### src/shared/codec_word_pkg.sv
// Shared constants and types for the primary serial word controller.
package codec_word_pkg;
  localparam int CLK_PERIOD_NS    = 8;
  localparam int SAMPLE_PERIOD_NS = 125000;
  localparam int SAMPLE_CLKS_DFLT = SAMPLE_PERIOD_NS / CLK_PERIOD_NS;
  localparam int CNT_W            = 24;
  localparam int WORD_W           = 16;
  localparam int DAC_W            = 14;
  localparam int STEP_W           = 8;
  localparam int BIT_W            = 4;
  localparam int SYNC_N           = 4;
  localparam int FIFO_DEPTH       = 16;
  localparam logic [BIT_W-1:0] LAST_BIT = 4'hF;
  localparam logic [CNT_W-1:0] LEN_MIN  = 24'h000040;
  // Pin indices inside the synchroniser vector.
  localparam int PIN_SCLK = 0;
  localparam int PIN_DIN  = 1;
  localparam int PIN_FLO  = 2;
  localparam int PIN_FHI  = 3;
  // One code table serves both the control bits and the function terminals.
  localparam logic [1:0] CODE_NONE    = 2'h0;
  localparam logic [1:0] CODE_LATER   = 2'h1;
  localparam logic [1:0] CODE_EARLIER = 2'h2;
  localparam logic [1:0] CODE_SEC     = 2'h3;
  typedef enum logic [1:0] {ACT_NONE, ACT_LATER, ACT_EARLIER, ACT_SEC} action_t;
  typedef enum logic [1:0] {ST_IDLE, ST_SHIFT, ST_TAIL} frame_st_t;
endpackage : codec_word_pkg

### src/codec_word_ctrl.sv
// Primary serial word exchange with control-bit decode and frame phase steering.
// Notes on behaviour
// - Each primary frame takes 14 data bits plus 2 control bits, sends 16 bits.
// - Undecoded control and terminal combinations only exchange data.
// - Control 00, terminals 01: next sample later by phase step.
// - Control 00, terminals 10: next sample earlier by phase step.
// - Terminals 00, control 01: next sample later by phase step.
// - Terminals 00, control 10: next sample earlier by phase step.
// - Control 00, terminals 11: request a secondary frame.
// - Terminals 00, control 11: request a secondary frame.
// - Secondary frame starts half a sample period after the primary.
// - Output bits change on shift clock rise; input captured on fall.
// - Sample period is frame spacing; an adjustment alters one period only.
`timescale 1ns/10ps
`default_nettype none
module codec_word_ctrl
  import codec_word_pkg::*;
#(
  parameter int SAMPLE_CLKS = SAMPLE_CLKS_DFLT,
  parameter int DEPTH       = FIFO_DEPTH
) (
  input  wire logic                     clk_sys,
  input  wire logic                     rst,
  input  wire logic                     sclk,
  input  wire logic                     din,
  input  wire logic                     func_term_hi,
  input  wire logic                     func_term_lo,
  output logic                          frame_sync_n,
  output logic                          dout,
  output logic                          dout_oe,
  input  wire logic signed [STEP_W-1:0] phase_step,
  input  wire logic        [WORD_W-1:0] adc_word,
  output logic                          dac_valid,
  input  wire logic                     dac_ready,
  output logic             [DAC_W-1:0]  dac_word,
  output logic                          dac_overrun,
  output logic             [WORD_W-1:0] sec_word,
  output logic                          sec_valid,
  output logic             [1:0]        ctl_bits
);
  localparam logic [CNT_W-1:0] NOM_LEN  = CNT_W'(SAMPLE_CLKS);
  localparam logic [CNT_W-1:0] HALF_LEN = CNT_W'(SAMPLE_CLKS / 2);

  // Three-stage synchronisers; the first stage feeds only the second.
  logic [SYNC_N-1:0] s1_q;
  logic [SYNC_N-1:0] s2_q;
  logic [SYNC_N-1:0] s3_q;
  logic [SYNC_N-1:0] filt_q;
  wire logic [SYNC_N-1:0] pins_raw = {func_term_hi, func_term_lo, din, sclk};

  genvar gi;
  generate
    for (gi = 0; gi < SYNC_N; gi++)
    begin : g_sync
      always_ff @(posedge clk_sys)
      begin
        if (rst)
        begin
          s1_q[gi]   <= 1'b0;
          s2_q[gi]   <= 1'b0;
          s3_q[gi]   <= 1'b0;
          filt_q[gi] <= 1'b0;
        end
        else
        begin
          s1_q[gi]   <= pins_raw[gi];
          s2_q[gi]   <= s1_q[gi];
          s3_q[gi]   <= s2_q[gi];
          filt_q[gi] <= (s2_q[gi] == s3_q[gi]) ? s3_q[gi] : filt_q[gi];
        end
      end
    end
  endgenerate

  wire logic agree     = s2_q[PIN_SCLK] == s3_q[PIN_SCLK];
  wire logic sclk_rise = agree && s3_q[PIN_SCLK] && !filt_q[PIN_SCLK];
  wire logic sclk_fall = agree && !s3_q[PIN_SCLK] && filt_q[PIN_SCLK];
  wire logic din_s     = s3_q[PIN_DIN];
  wire logic [1:0] term_code = {filt_q[PIN_FHI], filt_q[PIN_FLO]};

  // Sample period counter.
  logic [CNT_W-1:0] smp_cnt_q;
  logic [CNT_W-1:0] len_q;
  logic             prim_arm_q;
  logic             sec_arm_q;
  logic             sec_req_q;
  wire logic        wrap     = smp_cnt_q >= CNT_W'(len_q - 1'b1);
  wire logic        at_half  = smp_cnt_q == HALF_LEN;

  // Frame engine state.
  frame_st_t         st_q;
  frame_st_t         st_d;
  logic              is_sec_q;
  logic [BIT_W-1:0]  bit_q;
  logic [WORD_W-1:0] tx_q;
  logic [WORD_W-1:0] rx_q;
  wire logic [WORD_W-1:0] rx_word = {rx_q[WORD_W-2:0], din_s};
  wire logic word_end  = (st_q == ST_SHIFT) && sclk_fall && (bit_q == LAST_BIT);
  wire logic prim_done = word_end && !is_sec_q;
  wire logic sec_done  = word_end && is_sec_q;
  wire logic start_prim = (st_q == ST_IDLE) && sclk_rise && prim_arm_q;
  wire logic start_sec  = (st_q == ST_IDLE) && sclk_rise && !prim_arm_q && sec_arm_q;

  // Decode: terminals steer when the control bits are idle and vice versa.
  wire logic [1:0] ctl_code = rx_word[1:0];
  wire logic [1:0] code_sel = (ctl_code == CODE_NONE) ? term_code :
                              (term_code == CODE_NONE) ? ctl_code : CODE_NONE;
  wire action_t act = (code_sel == CODE_LATER)   ? ACT_LATER :
                      (code_sel == CODE_EARLIER) ? ACT_EARLIER :
                      (code_sel == CODE_SEC)     ? ACT_SEC :
                      ACT_NONE;
  wire logic adj_go  = prim_done && (act == ACT_LATER || act == ACT_EARLIER);
  wire logic sec_go  = prim_done && (act == ACT_SEC);

  // Adjusted period, held no shorter than the secondary word needs.
  wire logic signed [CNT_W:0] nom_s  = {1'b0, NOM_LEN};
  wire logic signed [CNT_W:0] step_s = {{(CNT_W+1-STEP_W){phase_step[STEP_W-1]}}, phase_step};
  wire logic signed [CNT_W:0] adj_s  = (act == ACT_LATER) ? nom_s + step_s : nom_s - step_s;
  wire logic signed [CNT_W:0] min_s  = {1'b0, LEN_MIN};
  wire logic [CNT_W-1:0] adj_len = (adj_s < min_s) ? LEN_MIN : adj_s[CNT_W-1:0];
  // Plain sign extension of the step, kept apart from the clamp arithmetic for the checks.
  wire logic [CNT_W-1:0] step_ext = CNT_W'(phase_step);

  always_ff @(posedge clk_sys)
  begin
    if (rst)
    begin
      smp_cnt_q <= '0;
      len_q     <= NOM_LEN;
    end
    else
    begin
      smp_cnt_q <= wrap ? '0 : CNT_W'(smp_cnt_q + 1'b1);
      len_q     <= adj_go ? adj_len : (wrap ? NOM_LEN : len_q);
    end
  end

  // Arming flags; a new set wins over a clear in the same cycle.
  always_ff @(posedge clk_sys)
  begin
    if (rst)
    begin
      prim_arm_q <= 1'b0;
      sec_req_q  <= 1'b0;
      sec_arm_q  <= 1'b0;
    end
    else
    begin
      prim_arm_q <= wrap || (prim_arm_q && !start_prim);
      sec_req_q  <= sec_go || (sec_req_q && !at_half);
      sec_arm_q  <= (sec_req_q && at_half) || (sec_arm_q && !start_sec);
    end
  end

  always_comb
  begin
    st_d = st_q;
    unique case (st_q)
      ST_IDLE:  st_d = (start_prim || start_sec) ? ST_SHIFT : ST_IDLE;
      ST_SHIFT: st_d = word_end ? ST_TAIL : ST_SHIFT;
      ST_TAIL:  st_d = sclk_rise ? ST_IDLE : ST_TAIL;
    endcase
  end

  always_ff @(posedge clk_sys)
  begin
    if (rst)
    begin
      st_q     <= ST_IDLE;
      is_sec_q <= 1'b0;
      bit_q    <= '0;
      tx_q     <= '0;
      rx_q     <= '0;
    end
    else
    begin
      st_q     <= st_d;
      is_sec_q <= start_sec ? 1'b1 : (start_prim ? 1'b0 : is_sec_q);
      bit_q    <= (start_prim || start_sec) ? '0 :
                  (sclk_fall ? BIT_W'(bit_q + 1'b1) : bit_q);
      tx_q     <= start_prim ? {adc_word[WORD_W-2:0], 1'b0} :
                  (sclk_rise ? {tx_q[WORD_W-2:0], 1'b0} : tx_q);
      rx_q     <= (st_q == ST_SHIFT && sclk_fall) ? rx_word : rx_q;
    end
  end

  // Pin drivers: the data line changes only on a shift clock rise.
  always_ff @(posedge clk_sys)
  begin
    if (rst)
    begin
      frame_sync_n <= 1'b1;
      dout         <= 1'b0;
      dout_oe      <= 1'b0;
    end
    else if (start_prim || start_sec)
    begin
      frame_sync_n <= 1'b0;
      dout         <= start_prim && adc_word[WORD_W-1];
      dout_oe      <= start_prim;
    end
    else if (sclk_rise)
    begin
      frame_sync_n <= 1'b1;
      dout         <= (st_q == ST_SHIFT) && !is_sec_q && tx_q[WORD_W-1];
      dout_oe      <= (st_q == ST_SHIFT) && !is_sec_q;
    end
  end

  // The serial link cannot stall, so a full FIFO drops the word and flags it.
  logic fifo_in_ready;
  word_fifo #(
    .W     (DAC_W),
    .DEPTH (DEPTH)
  ) u_dac_fifo (
    .clk_sys   (clk_sys),
    .rst       (rst),
    .in_valid  (prim_done),
    .in_ready  (fifo_in_ready),
    .in_data   (rx_word[WORD_W-1:2]),
    .out_valid (dac_valid),
    .out_ready (dac_ready),
    .out_data  (dac_word)
  );

  always_ff @(posedge clk_sys)
  begin
    if (rst)
    begin
      dac_overrun <= 1'b0;
      sec_word    <= '0;
      sec_valid   <= 1'b0;
      ctl_bits    <= '0;
    end
    else
    begin
      dac_overrun <= prim_done && !fifo_in_ready;
      sec_word    <= sec_done ? rx_word : sec_word;
      sec_valid   <= sec_done;
      ctl_bits    <= prim_done ? ctl_code : ctl_bits;
    end
  end
endmodule : codec_word_ctrl
`default_nettype wire

### src/word_fifo.sv
// Synchronous FIFO with valid and ready on both sides.
`timescale 1ns/10ps
`default_nettype none
module word_fifo #(
  parameter int W     = 14,
  parameter int DEPTH = 16
) (
  input  wire logic         clk_sys,
  input  wire logic         rst,
  input  wire logic         in_valid,
  output logic              in_ready,
  input  wire logic [W-1:0] in_data,
  output logic              out_valid,
  input  wire logic         out_ready,
  output logic      [W-1:0] out_data
);
  localparam int AW = $clog2(DEPTH);

  logic [W-1:0] mem [DEPTH];
  logic [AW-1:0] wr_q;
  logic [AW-1:0] rd_q;
  logic [AW:0]   cnt_q;
  wire logic     push = in_valid && in_ready;
  wire logic     pop  = out_valid && out_ready;

  assign in_ready  = cnt_q != (AW+1)'(DEPTH);
  assign out_valid = cnt_q != '0;
  assign out_data  = mem[rd_q];

  always_ff @(posedge clk_sys)
  begin
    if (push)
    begin
      mem[wr_q] <= in_data;
    end
  end

  always_ff @(posedge clk_sys)
  begin
    if (rst)
    begin
      wr_q  <= '0;
      rd_q  <= '0;
      cnt_q <= '0;
    end
    else
    begin
      wr_q  <= push ? AW'(wr_q + 1'b1) : wr_q;
      rd_q  <= pop ? AW'(rd_q + 1'b1) : rd_q;
      cnt_q <= (AW+1)'(cnt_q + {{AW{1'b0}}, push} - {{AW{1'b0}}, pop});
    end
  end
endmodule : word_fifo
`default_nettype wire

### config.mk
export PLATFORM = sky130hd
export DESIGN_NAME = codec_word_ctrl
export DESIGN_NICKNAME = d
export VERILOG_FILES = /design/src/shared/codec_word_pkg.sv /design/src/codec_word_ctrl.sv /design/src/word_fifo.sv
export SDC_FILE = /design/constraint.sdc
export NUM_CORES = 1
export LEC_CHECK = 0
export ABC_AREA = 1
export BUFFER_PORTS_ARGS = -buffer_cell sky130_fd_sc_hd__clkbuf_2
export CAP_MARGIN = 20
export CORE_ASPECT_RATIO = 1.4
export CORE_MARGIN = 10
export CORE_UTILIZATION = 45
export DETAILED_ROUTE_END_ITERATION = 12
export GPL_ROUTABILITY_DRIVEN = 0
export RECOVER_POWER = 100
export SLEW_MARGIN = 20
export SYNTH_ARGS = -nofsm -noshare
export SYNTH_HDL_FRONTEND = slang
export SYNTH_HIERARCHICAL = 1
export SYNTH_SLANG_ARGS = --single-unit
export TNS_END_PERCENT = 20
### constraint.sdc
create_clock -name clk_sys -period 6.4 [get_ports clk_sys]
set_clock_uncertainty 0.15 [all_clocks]
set_input_delay 0 -clock clk_sys [delete_from_list [all_inputs] [get_ports clk_sys]]
set_output_delay 0 -clock clk_sys [all_outputs]
set_load 0.005 [all_outputs]
### After elaboration in Yosys (flattened, before gate mapping)

Memory sizes are Yosys's and may differ from the RTL's. A register that Yosys moved wholly into a read port is not among the register bits.
Cells that the tools add are included.

| storage, ports and cells | value |
|---|---|
| bits in registers | 139 |
| bits in latches | 0 |
| RAM bits | 224 |
| memory bits (read-only) | 0 |
| bits of input ports | 31 |
| output and inout port bits | 38 |
| logic and storage cells | 135 |
| memories | 1 |

Memories:

| name | depth | width | rd ports | clocked after Yosys merged registers in | write ports | RTL line | text |
|---|---|---|---|---|---|---|---|
| u_dac_fifo.mem | 16 | 14 | 1 | 1 | 1 | word_fifo.sv:19 | `logic [W-1:0] mem [DEPTH];` |

| operators by class | value |
|---|---|
| $add $sub $neg | 9 |
| multiply operators | 0 |
| div/mod/pow operators | 0 |
| $lt $le $gt $ge | 2 |
| equal/unequal tests | 14 |
| shift-type cells | 0 |
| multiplexer cells | 27 |
| bitwise gates (word level) | 0 |
| reductions and logical operators | 47 |

Operator list:

| kind | number |
|---|---|
| 24-bit 2-to-1 mux | 3 |
| 16-bit 2-to-1 mux | 2 |
| 25-bit by 8-bit less-than comparator with 1-bit output, second input constant | 1 |
| 25-bit 2-to-1 mux | 1 |
| 24-bit by 1-bit adder with 24-bit output, second input constant | 1 |
| 24-bit by 13-bit equality test with 1-bit output, second input constant | 1 |
| 24-bit greater-or-equal comparator | 1 |
| 1-bit logical AND | 24 |
| 24-bit by 1-bit subtractor with 24-bit output, second input constant | 1 |
| 15-bit by 8-bit adder with 16-bit output, first input constant | 1 |
| 15-bit by 8-bit subtractor with 16-bit output, first input constant | 1 |
| 2-bit 2-to-1 mux | 7 |
| 4-bit by 1-bit adder with 4-bit output, second input constant | 3 |
| 1-bit 2-to-1 mux | 11 |
| 2-bit equality test, second input constant | 5 |
| 1-bit logical NOT | 8 |
| 4-bit 2-to-1 mux | 2 |
| 2-bit nonzero test | 4 |
| 2-bit by 1-bit equality test with 1-bit output, second input constant | 3 |
| 2-bit logical NOT | 3 |
| 2-bit case mux with 3 select lines | 1 |
| 5-bit by 1-bit adder with 5-bit output | 1 |
| 1-bit logical OR | 5 |
| 5-bit inequality test, second input constant | 1 |
| 5 further kinds | 8 |

### Longest topological paths before layout

Gate-level depths: netlist (run 1).

| logic depth | value |
|---|---|
| word-level depth | 12 |
| depth in mapped cells | 21 |
| gate-level depth less buffers | 21 |

### Hierarchy

Netlist (run 1), hierarchy kept.

By module, submodules not included:

| module | times used | cells each | area an instance (um^2) | seq. area each (um^2) |
|---|---|---|---|---|
| word_fifo | 1 | 1037 | 10532.6 | 7066.8 |
| codec_word_ctrl | 1 | 759 | 5575.3 | 2222.1 |

### Worst setup path before layout (run 1)

OpenSTA, ideal clock, no wires.

| path | value |
|---|---|
| path kind | flip-flop to flip-flop |
| start point | register s2_q[0] |
| end point | register u_dac_fifo.cnt_q[4] |
| setup time | 113 ps |
| arrival time | 2485 ps |
| required time | 6137 ps |
| slack | 3652 ps |
| cell stages (with the launch flop) | 21 |
| path buffers | 0 |
| clock period less this slack | 2748 ps |
| path through | dfxtp_1 inv_1 ha_1 nand2_2 nor2_4 inv_4 nor2_8 nand2_4 inv_1 nand2_1 ha_1 inv_1 ha_1 inv_1 fa_1 inv_1 nand2_1 nand2_1 a21oi_1 nor2_1 nor2_1 |

| between the ends | value |
|---|---|
| longest elaborated chain between the ends | 9 |

Ends and longest elaborated chain:

| what | RTL line | text |
|---|---|---|
| from (decl) | codec_word_ctrl.sv:46 | `logic [SYNC_N-1:0] s2_q;` |
| from (signal, indexed assignment) | codec_word_ctrl.sv:67 | `s2_q[gi] <= s1_q[gi];` |
| 1-bit equality test | codec_word_ctrl.sv:75 | `wire logic agree = s2_q[PIN_SCLK] == s3_q[PIN_SCLK];` |
| 1-bit logical AND (2 in a row) | codec_word_ctrl.sv:77 | `wire logic sclk_fall = agree && !s3_q[PIN_SCLK] && filt_q[PIN_SCLK];` |
| 1-bit logical AND (2 in a row) | codec_word_ctrl.sv:98 | `wire logic word_end = (st_q == ST_SHIFT) && sclk_fall && (bit_q == LAST_BIT);` |
| 1-bit logical AND | codec_word_ctrl.sv:99 | `wire logic prim_done = word_end && !is_sec_q;` |
| via prim_done | codec_word_ctrl.sv:99 |  |
| 1-bit logical AND | word_fifo.sv:23 | `wire logic push = in_valid && in_ready;` |
| 5-bit by 1-bit adder with 5-bit output | word_fifo.sv:50 | `cnt_q <= (AW+1)'(cnt_q + {{AW{1'b0}}, push} - {{AW{1'b0}}, pop});` |
| 5-bit by 1-bit subtractor with 5-bit output | word_fifo.sv:50 |  |
| to (signal assigned) | word_fifo.sv:50 |  |
| to (decl) | word_fifo.sv:22 | `logic [AW:0] cnt_q;` |

The timed path passes the listed nets, and every way through them passes these cells.
A chain may end at the register's enable or synchronous reset.

### Final worst setup path (run 1)

| path | value |
|---|---|
| start point | register s2_q[0] |
| end point | memory u_dac_fifo.mem[14][13] (enable) |

| between the ends | value |
|---|---|
| longest elaborated chain between the ends | 9 |

Ends and longest elaborated chain:

| what | RTL line | text |
|---|---|---|
| 1-bit equality test | codec_word_ctrl.sv:75 |  |
| 1-bit logical AND (2 in a row) | codec_word_ctrl.sv:77 |  |
| 1-bit logical AND (2 in a row) | codec_word_ctrl.sv:98 |  |
| 1-bit logical AND | codec_word_ctrl.sv:99 |  |
| via prim_done | codec_word_ctrl.sv:99 |  |
| 1-bit logical AND | word_fifo.sv:23 |  |
| 1-bit 2-to-1 mux | word_fifo.sv:32 | `if (push)` |
| 1-bit 2-to-1 mux (implied by the code) | word_fifo.sv:34 | `mem[wr_q] <= in_data;` |
| to (decl) | word_fifo.sv:19 |  |

The timed path passes the listed nets, and every way through them passes these cells.

==> results.md, run 1 <==
* Commonest non-fill, non-tap cell in the layout: nand2_1
* Antenna violations before repair at 0
* Initial DRC count at 834
* DIE HEIGHT at about 240 microns
* Worst Hold Class: primary input to flip-flop
* Setup violations, final at 0
* Worst path required time at 6.37 ns
* FMAX at about 220 MHz
* DRC at 0
* TritonCTS Buffers at 36
* Setup TNS at 0 ns
* CP max stage delay at 1.06 ns
* Routed Antenna Nets at 0
* Power per cell area at 293 nW/um^2
* # rows at 81
* Insertion delay of the later-clocked pin in the worst-skew pair at 0.53 ns
* Rel. slew slack at -39.8%
* Reg2Reg Setup Slack at 1.80 ns
* Pre-antenna DRT Iters at 5
* Worst reg-to-reg path cell count at 13
* Switching share of power at 26.2%
* Fin crit period at 4.60 ns
* Worst vdd ir at 0.234 mV
* Actual slew at the worst max-slew pin at between 2 and 2.5 ns
* Post-synth top area cell: edfxtp_1
* Post-synth EDFFs at 224
* RR Endpoint: u_dac_fifo/mem[14][13]
* Ys async rst share at 0%
* Run status: finished, violations left
* Cell Area, Synth at 16100 sq um
* Htree depth at 2
* Die width at 180 microns
* Port Buffers at 68
* Highest net fanout along the worst path at 22
* Critical Path Source: s2_q[0]
* Core region area at 35200 sq um
* Seq cells post-synth at 352
* Post-CTS Setup Repair Bufs at 0
* Starting density of the core at 45.8%
* Post-synthesis sequential area ratio at 57.7%
* Total gr overflow at 0
* All-Layer GR Usage at about 17%
* CTS Sinks at 352
* Seq pwr share at between 40 and 50%
* Worst hold endpoint: tx_q[6]
* Min-delay src: adc_word[5]
* CP dominant cell by count: nand2_1
* Pin count of the biggest net entering global routing at 77
* CP Capture Type: flip-flop
* Final net count at 2000
* Via count at 12100
* Fin. Hold Viols at 0
* Synth top area share at 41.8%
* Startpoint types: flip-flop
* RSZ-0062 raised after global routing: no
* NetSw at 1.41 mW
* Hold depth at 6
* Synthesized area per cell at 8.97 sq um
* Gate power share at 13.9%
* Placed Instances at 2291
* Max clock buf depth at 3
* Kind of critical path: flip-flop to flip-flop
* Slew Limit Fails at 92
* Mapped Cells at between 1500 and 2000
* Yosys warns at 6
* HPWL Detailed at 24600 microns
* Crit-path cells: inv_1 -> ha_1 -> nand2_1 -> nor2_1 -> inv_4 -> nor2_1 -> nand2_1 -> inv_1 -> nand2_1 -> inv_1 -> nand2_1 -> nor2_1 -> clkbuf_1
* Clk slew on worst S/H paths at around 0.06 ns
* Max-cap violation count at 2
* Vias per cell at 5.04
* First-pass GRT wire length at just over 60000 microns
* I/O pins at 69
* CTS tree: yes
* Leakage at 8.04 nW
* Final Non-Filler Cells at around 2400
* Critical path's slowest cell: clkbuf_1
* Worst hold slack at 0.187 ns
* Period utilization at just over 70%
* Vias in the first global route at 11700
* Root buf cell: clkbuf_16
* Area delta synth->final at 14.0%
* Worst reg2reg path startpoint: s2_q[0]
* Most frequent cells in the layout: nand2_1, inv_1, edfxtp_1
* Die area at 43900 sq um
* Failing checks: max-capacitance violations, max-slew violations
* Unique masters post-synth at 42
* Final WL at 39400 microns
* Clock power frac at 40.1%
* Pint at 3.96 mW
* Worst EP arrival at 4.56 ns
* Layout cells sized above 1 at slightly above 6%
* Diodes inserted at 0
* Fill count at 3206
* Ranking of synthesized cells by area: edfxtp_1, dfxtp_1, nand2_1
* WL per Instance at 16.4 microns
* Post-synth top flop: edfxtp_1
==> critical path, delay by kind of cell, from the launching register on <==
family,cells,cell delay [ns]
adders and majority gates,1,0.14
buffers and inverters,5,1.61
DFF,1,0.31
and+or+nand+nor,7,1.96
==> logic make-up after synthesis <==
kind of cell	after synthesis	share of synthesized area, %
compound gates	139	4.68
xor+xnor	21	1.14
buf+inv	366	9.37
other cells	2	0.0466
simple gates	866	23.2
flops	352	57.7
fa+ha+maj	50	3.93
==> cell usage after synthesis (all sizes together), types with 15 or more instances <==
master  count
nand2     454
inv       300
edfxtp    224
nand3     214
nor2      144
dfxtp     128
a21oi      64
o21ai      53
ha         49
buf        44
clkbuf     21
nand4      21
xor2       18
o211ai     16
nor3       15
==> metal layers <==
layer / part of all wire (%) / GRT usage (%) / vias up
met5: 0 / 0 / -
met1: 42 / 20.9 / 5683
met2: 51 / 30.8 / 320
met3: 5.5 / 3.13 / 47
met4: 2.1 / 5.48 / 0
li1: - / - / 6034
==> cell type report <==
cell class	instances	area, sq um	area share [%]
Sequential cell	352	9290	50.6
Timing Repair Buffer	139	878	4.78
Clock inverter	16	218	1.19
Clock buffer	46	990	5.39
Multi-Input combinational cell	1089	5280	28.7
Tap cell	456	571	3.11
Inverter	301	1130	6.17
==> how the worst max path moves through the flow <==
stage                        endpoint  slack, ns
6_report       u_dac_fifo/mem[14][13]       1.80
5_1_grt         u_dac_fifo/mem[14][1]       1.30
4_1_cts                      len_q[7]       2.50
3_5_place_dp             smp_cnt_q[2]       2.57
3_3_place_gp             smp_cnt_q[2]       2.66
2_1_floorplan     u_dac_fifo/cnt_q[4]       3.65
==> metrics by stage <==
step | power, mW | worst slack [ns] | util, % | area, sq um
3_3_place_gp | 3.24 | 2.66 | 48.0 | 16900
2_1_floorplan | 3.06 | 3.65 | - | 16100
6_report | 5.37 | 1.80 | 52.2 | 18400
5_1_grt | 5.62 | 1.30 | 52.2 | 18400
4_1_cts | 5.44 | 2.50 | 52.7 | 18500
3_5_place_dp | 3.26 | 2.57 | 48.0 | 16900
==> flip-flops by register name (all words and copies together) (netlist names), 5 cells and up, named ones only <==
signal            cells
len_q                 9
rx_q                 15
sec_word             16
smp_cnt_q            24
tx_q                 15
u_dac_fifo/cnt_q      5
u_dac_fifo/mem      224
==> timing repair <==
action	CTS	global route
hold endpoints to repair	59	0
gates resized for setup	0	0
hold buffers	46	0
==> power groups by stage <==
| stage | sequential, mW | combinational, mW | clock (mW) |
|---|---|---|---|
| 2_1_floorplan | 2.48 | 0.584 | 0 |
| 3_3_place_gp | 2.52 | 0.722 | 0 |
| 3_5_place_dp | 2.52 | 0.736 | 0 |
| 4_1_cts | 2.47 | 0.761 | 2.20 |
| 5_1_grt | 2.48 | 0.849 | 2.29 |
| 6_report | 2.47 | 0.748 | 2.16 |
(Power assumes the default switching activity.)
==> inputs of run 2 (changes only) <==
==> constraint.sdc (replaced) <==
create_clock -name clk_sys -period 4.3 [get_ports clk_sys]
set_clock_uncertainty 0.15 [all_clocks]
set_input_delay 0 -clock clk_sys [delete_from_list [all_inputs] [get_ports clk_sys]]
set_output_delay 0 -clock clk_sys [all_outputs]
set_load 0.005 [all_outputs]
==> run 2 against run 1 <==
Against the previous run:
- combinational power increased by 56%
- first-iteration DRC count decreased by 7.7%
- the flow still finishes with violations (max-capacitance violations, max-slew violations)
- die area is the same
- non-clock buffer count grew 1
- clock power up 35%
- wire length rose by 0.96%
- flip-flop and latch count unchanged
- hold slack improved by 0.013 ns
- largest power group unchanged
- clock-buffer cell count fell by 2
- setup slack worse by 1.4 ns
==> results.md, run 2 (synthesis gave the netlist of run 1 again) <==
* WL per Instance at 16.6 microns (was 16.4 microns)
* # rows at 81 (unchanged)
* Highest net fanout along the worst path at 65 (was 22)
* Worst EP arrival at 3.70 ns (was 4.56 ns)
* NetSw at 2.10 mW (was 1.41 mW)
* Pre-antenna DRT Iters at 9 (was 5)
* Die width at 180 microns (unchanged)
* Core region area at 35200 sq um (unchanged)
* Area of the multi-input gates at 5330 sq um (was 5280 sq um)
* Insertion delay of the later-clocked pin in the worst-skew pair at 0.52 ns (was 0.53 ns)
* Power per cell area at 424 nW/um^2 (was 293 nW/um^2)
* Gate power share at 15.1% (was 13.9%)
* Port Buffers at 68 (unchanged)
* DIE HEIGHT at 244 microns (unchanged)
* Worst Hold Class: primary input to flip-flop (unchanged)
* Tot Pwr at 7.75 mW (was 5.37 mW)
* Fin crit period at 3.85 ns
* # resized after CTS at 0 (unchanged)
* TritonCTS Buffers at 35 (was 36)
* Initial DRC count at 770 (was 834)
* Worst reg2reg path startpoint: din_s (was s2_q[0])
* Vias per cell at 5.02 (was 5.04)
* Diodes inserted at 0 (unchanged)
* Actual slew at the worst max-slew pin at 1.79 ns (was 2.10 ns)
* Final net count at 2000 (unchanged)
* Clock power frac at 37.7% (was 40.1%)
* Vias in the first global route at 12000 (was 11700)
* Max clock buf depth at 3 (unchanged)
* Largest register FFs at 224 (unchanged)
* All-Layer GR Usage at 17.7% (was 17.4%)
* Met2 wire len at 20000 microns (was 19900 microns)
* Reg2Reg Setup Slack at 0.45 ns (was 1.80 ns)
* Run status: finished, violations left (unchanged)
* Rel. slew slack at -19.4% (was -39.8%)
* Met3 Wirelength at 1990 microns (was 2160 microns)
* Clk slew on worst S/H paths at 0.06 ns (about the same)
* Antenna violations before repair at 0 (unchanged)
* Max-cap violation count at 2 (unchanged)
* Worst vdd ir at 0.289 mV (was 0.234 mV)
* Total gr overflow at 0 (unchanged)
* Failing checks: max-capacitance violations, max-slew violations (unchanged)
* Die area at 43900 sq um (unchanged)
* Fill count at 3270 (was 3206)
* Switching share of power at 27.1% (was 26.2%)
* Final WL at 39800 microns (was 39400 microns)
* Worst path buffer plus inverter count at 3 (was 5)
* I/O pins at 69 (unchanged)
* RSZ-0062 raised after global routing: no (unchanged)
* FMAX at 260 MHz
* Period utilization at 89.6%
* Commonest non-fill, non-tap cell in the layout: nand2_1 (unchanged)
* Top layer in use: met4 (unchanged)
* Top reg by flops: u_dac_fifo/mem (unchanged)
* First-pass GRT wire length at 63700 microns (was 62300 microns)
* Worst path required time at 4.15 ns (was 6.37 ns)
* Startpoint types: flip-flop (unchanged)
* Worst reg-to-reg path cell count at 14 (was 13)
* CTS tree: yes (unchanged)
* Largest regs: u_dac_fifo/mem x224, smp_cnt_q x24, sec_word x16 (unchanged)
* Kind of critical path: flip-flop to output pin (was flip-flop to flip-flop)
* HPWL Detailed at 25100 microns (was 24600 microns)
* Setup violations, final at 0 (unchanged)
* CTS Sinks at 352 (unchanged)
* Post-CTS Setup Repair Bufs at 0 (unchanged)
* RR Endpoint: len_q[7] (was u_dac_fifo/mem[14][13])
* Setup TNS at 0 ns (unchanged)
* Min-delay src: phase_step[0] (was adc_word[5])
* Most frequent cells in the layout: nand2_1, inv_1, edfxtp_1 (unchanged)
* Crit-path cells: inv_2 -> clkbuf_2 -> nand2_1 -> nand3_1 -> nand3_1 -> nand3_1 -> nand2_1 -> clkbuf_1 (was inv_1 -> ha_1 -> nand2_1 -> nor2_1 -> inv_4 -> nor2_1 -> nand2_1 -> inv_1 -> nand2_1 -> inv_1 -> nand2_1 -> nor2_1 -> clkbuf_1)
* CP max stage delay at 0.98 ns (was 1.06 ns)
* Seq pwr share at 47.2% (was 46.0%)
* Register area at 9290 sq um (unchanged)
* Hold depth at 5 (was 6)
* Pint at 5.65 mW (was 3.96 mW)
* Layout cells sized above 1 at 6.39% (was 6.07%)
* Htree depth at 2 (unchanged)
* Starting density of the core at 45.8% (unchanged)
* Leakage at 8.07 nW (was 8.04 nW)
* Worst hold endpoint: len_q[0] (was tx_q[6])
* CP Capture Type: output pin (was flip-flop)
* Via count at 12000 (was 12100)
* CP dominant cell by count: nand3_1 (was nand2_1)
* Critical path's slowest cell: clkbuf_2 (was clkbuf_1)
* Slew Limit Fails at 39 (was 92)
* Fin. Hold Viols at 0 (unchanged)
* Area delta synth->final at 13.4% (was 14.0%)
* M1 WL at 16600 microns (was 16500 microns)
* Routed Antenna Nets at 0 (unchanged)
* Pin count of the biggest net entering global routing at 74 (was 77)
* Top delay family on crit path: buffers and inverters (was simple AND/OR/NAND/NOR gates)
* DRC at 0 (unchanged)
* Root buf cell: clkbuf_16 (unchanged)
## run 2: cell types whose count changed in the layout (fill, tap and decap cells not counted), sizes merged
cell / before / now
dlygate4sd3: 46 / 44
clkinv: 8 / 11
clkbuf: 133 / 134
bufinv: 5 / 3
clkinvlp: 4 / 2
## run 2: worst max-delay path by stage
stage | to | slack, ns | cells past startpoint
after CTS | len_q[7] | 0.45 | 14
after detailed placement | u_dac_fifo/cnt_q[4] | 0.98 | 20
after global routing | dac_word[12] | 0.11 | 9
final | dac_word[1] | 0.45 | 8
after global placement | u_dac_fifo/cnt_q[4] | 1.08 | 21
after floorplan | u_dac_fifo/cnt_q[4] | 1.55 | 20
## run 2: power groups by stage
stage	Clock [mW]	Sequential, mW	Combinational, mW
floorplan	0	3.69	0.870
global placement	0	3.73	1.15
detailed placement	0	3.73	1.17
CTS	3.01	3.66	1.20
global route	3.13	3.66	1.32
finish	2.92	3.66	1.17
## run 2: through the flow
step | util, % | cell area (sq um) | hold slack, ns | std cells | setup WS, ns
after global routing | 52.0 | 18300 | 0.222 | 2397 | 0.112
after CTS | 52.4 | 18400 | 0.171 | 2397 | 0.447
after floorplan | - | 16100 | -0.0833 | 1807 | 1.55
after global placement | 48.1 | 16900 | 0.0480 | 2294 | 1.08
after detailed placement | 48.1 | 16900 | 0.0510 | 2294 | 0.977
final | 52.0 | 18300 | 0.200 | 2397 | 0.448
## run 2: routing by layer
metal / GRT usage, % / up-vias
met1: 20.5 / 5697
li1: - / 6023
met4: 5.95 / 0
met5: 0 / -
met2: 32.1 / 244
met3: 3.34 / 60
## run 2: cell type report
type                            count  area share [%]
Clock buffer                       44            4.98
Clock inverter                     15           0.870
Inverter                          301            6.19
Multi-Input combinational cell   1089            29.2
Sequential cell                   352            50.9
Tap cell                          456            3.12
Timing Repair Buffer              140            4.82
## run 2: worst min-delay path, cell delays in order
cell	delay [ns]
dlygate4sd3_1	0.53
clkbuf_2	0.12
nand2_1	0.07
nand2_1	0.05
nand3_1	0.06
## run 2: what timing repair did
action,4_1_cts,5_1_grt
hold buffers,44,0
endpoints found under the hold margin,59,0
setup endpoints to repair,0,0
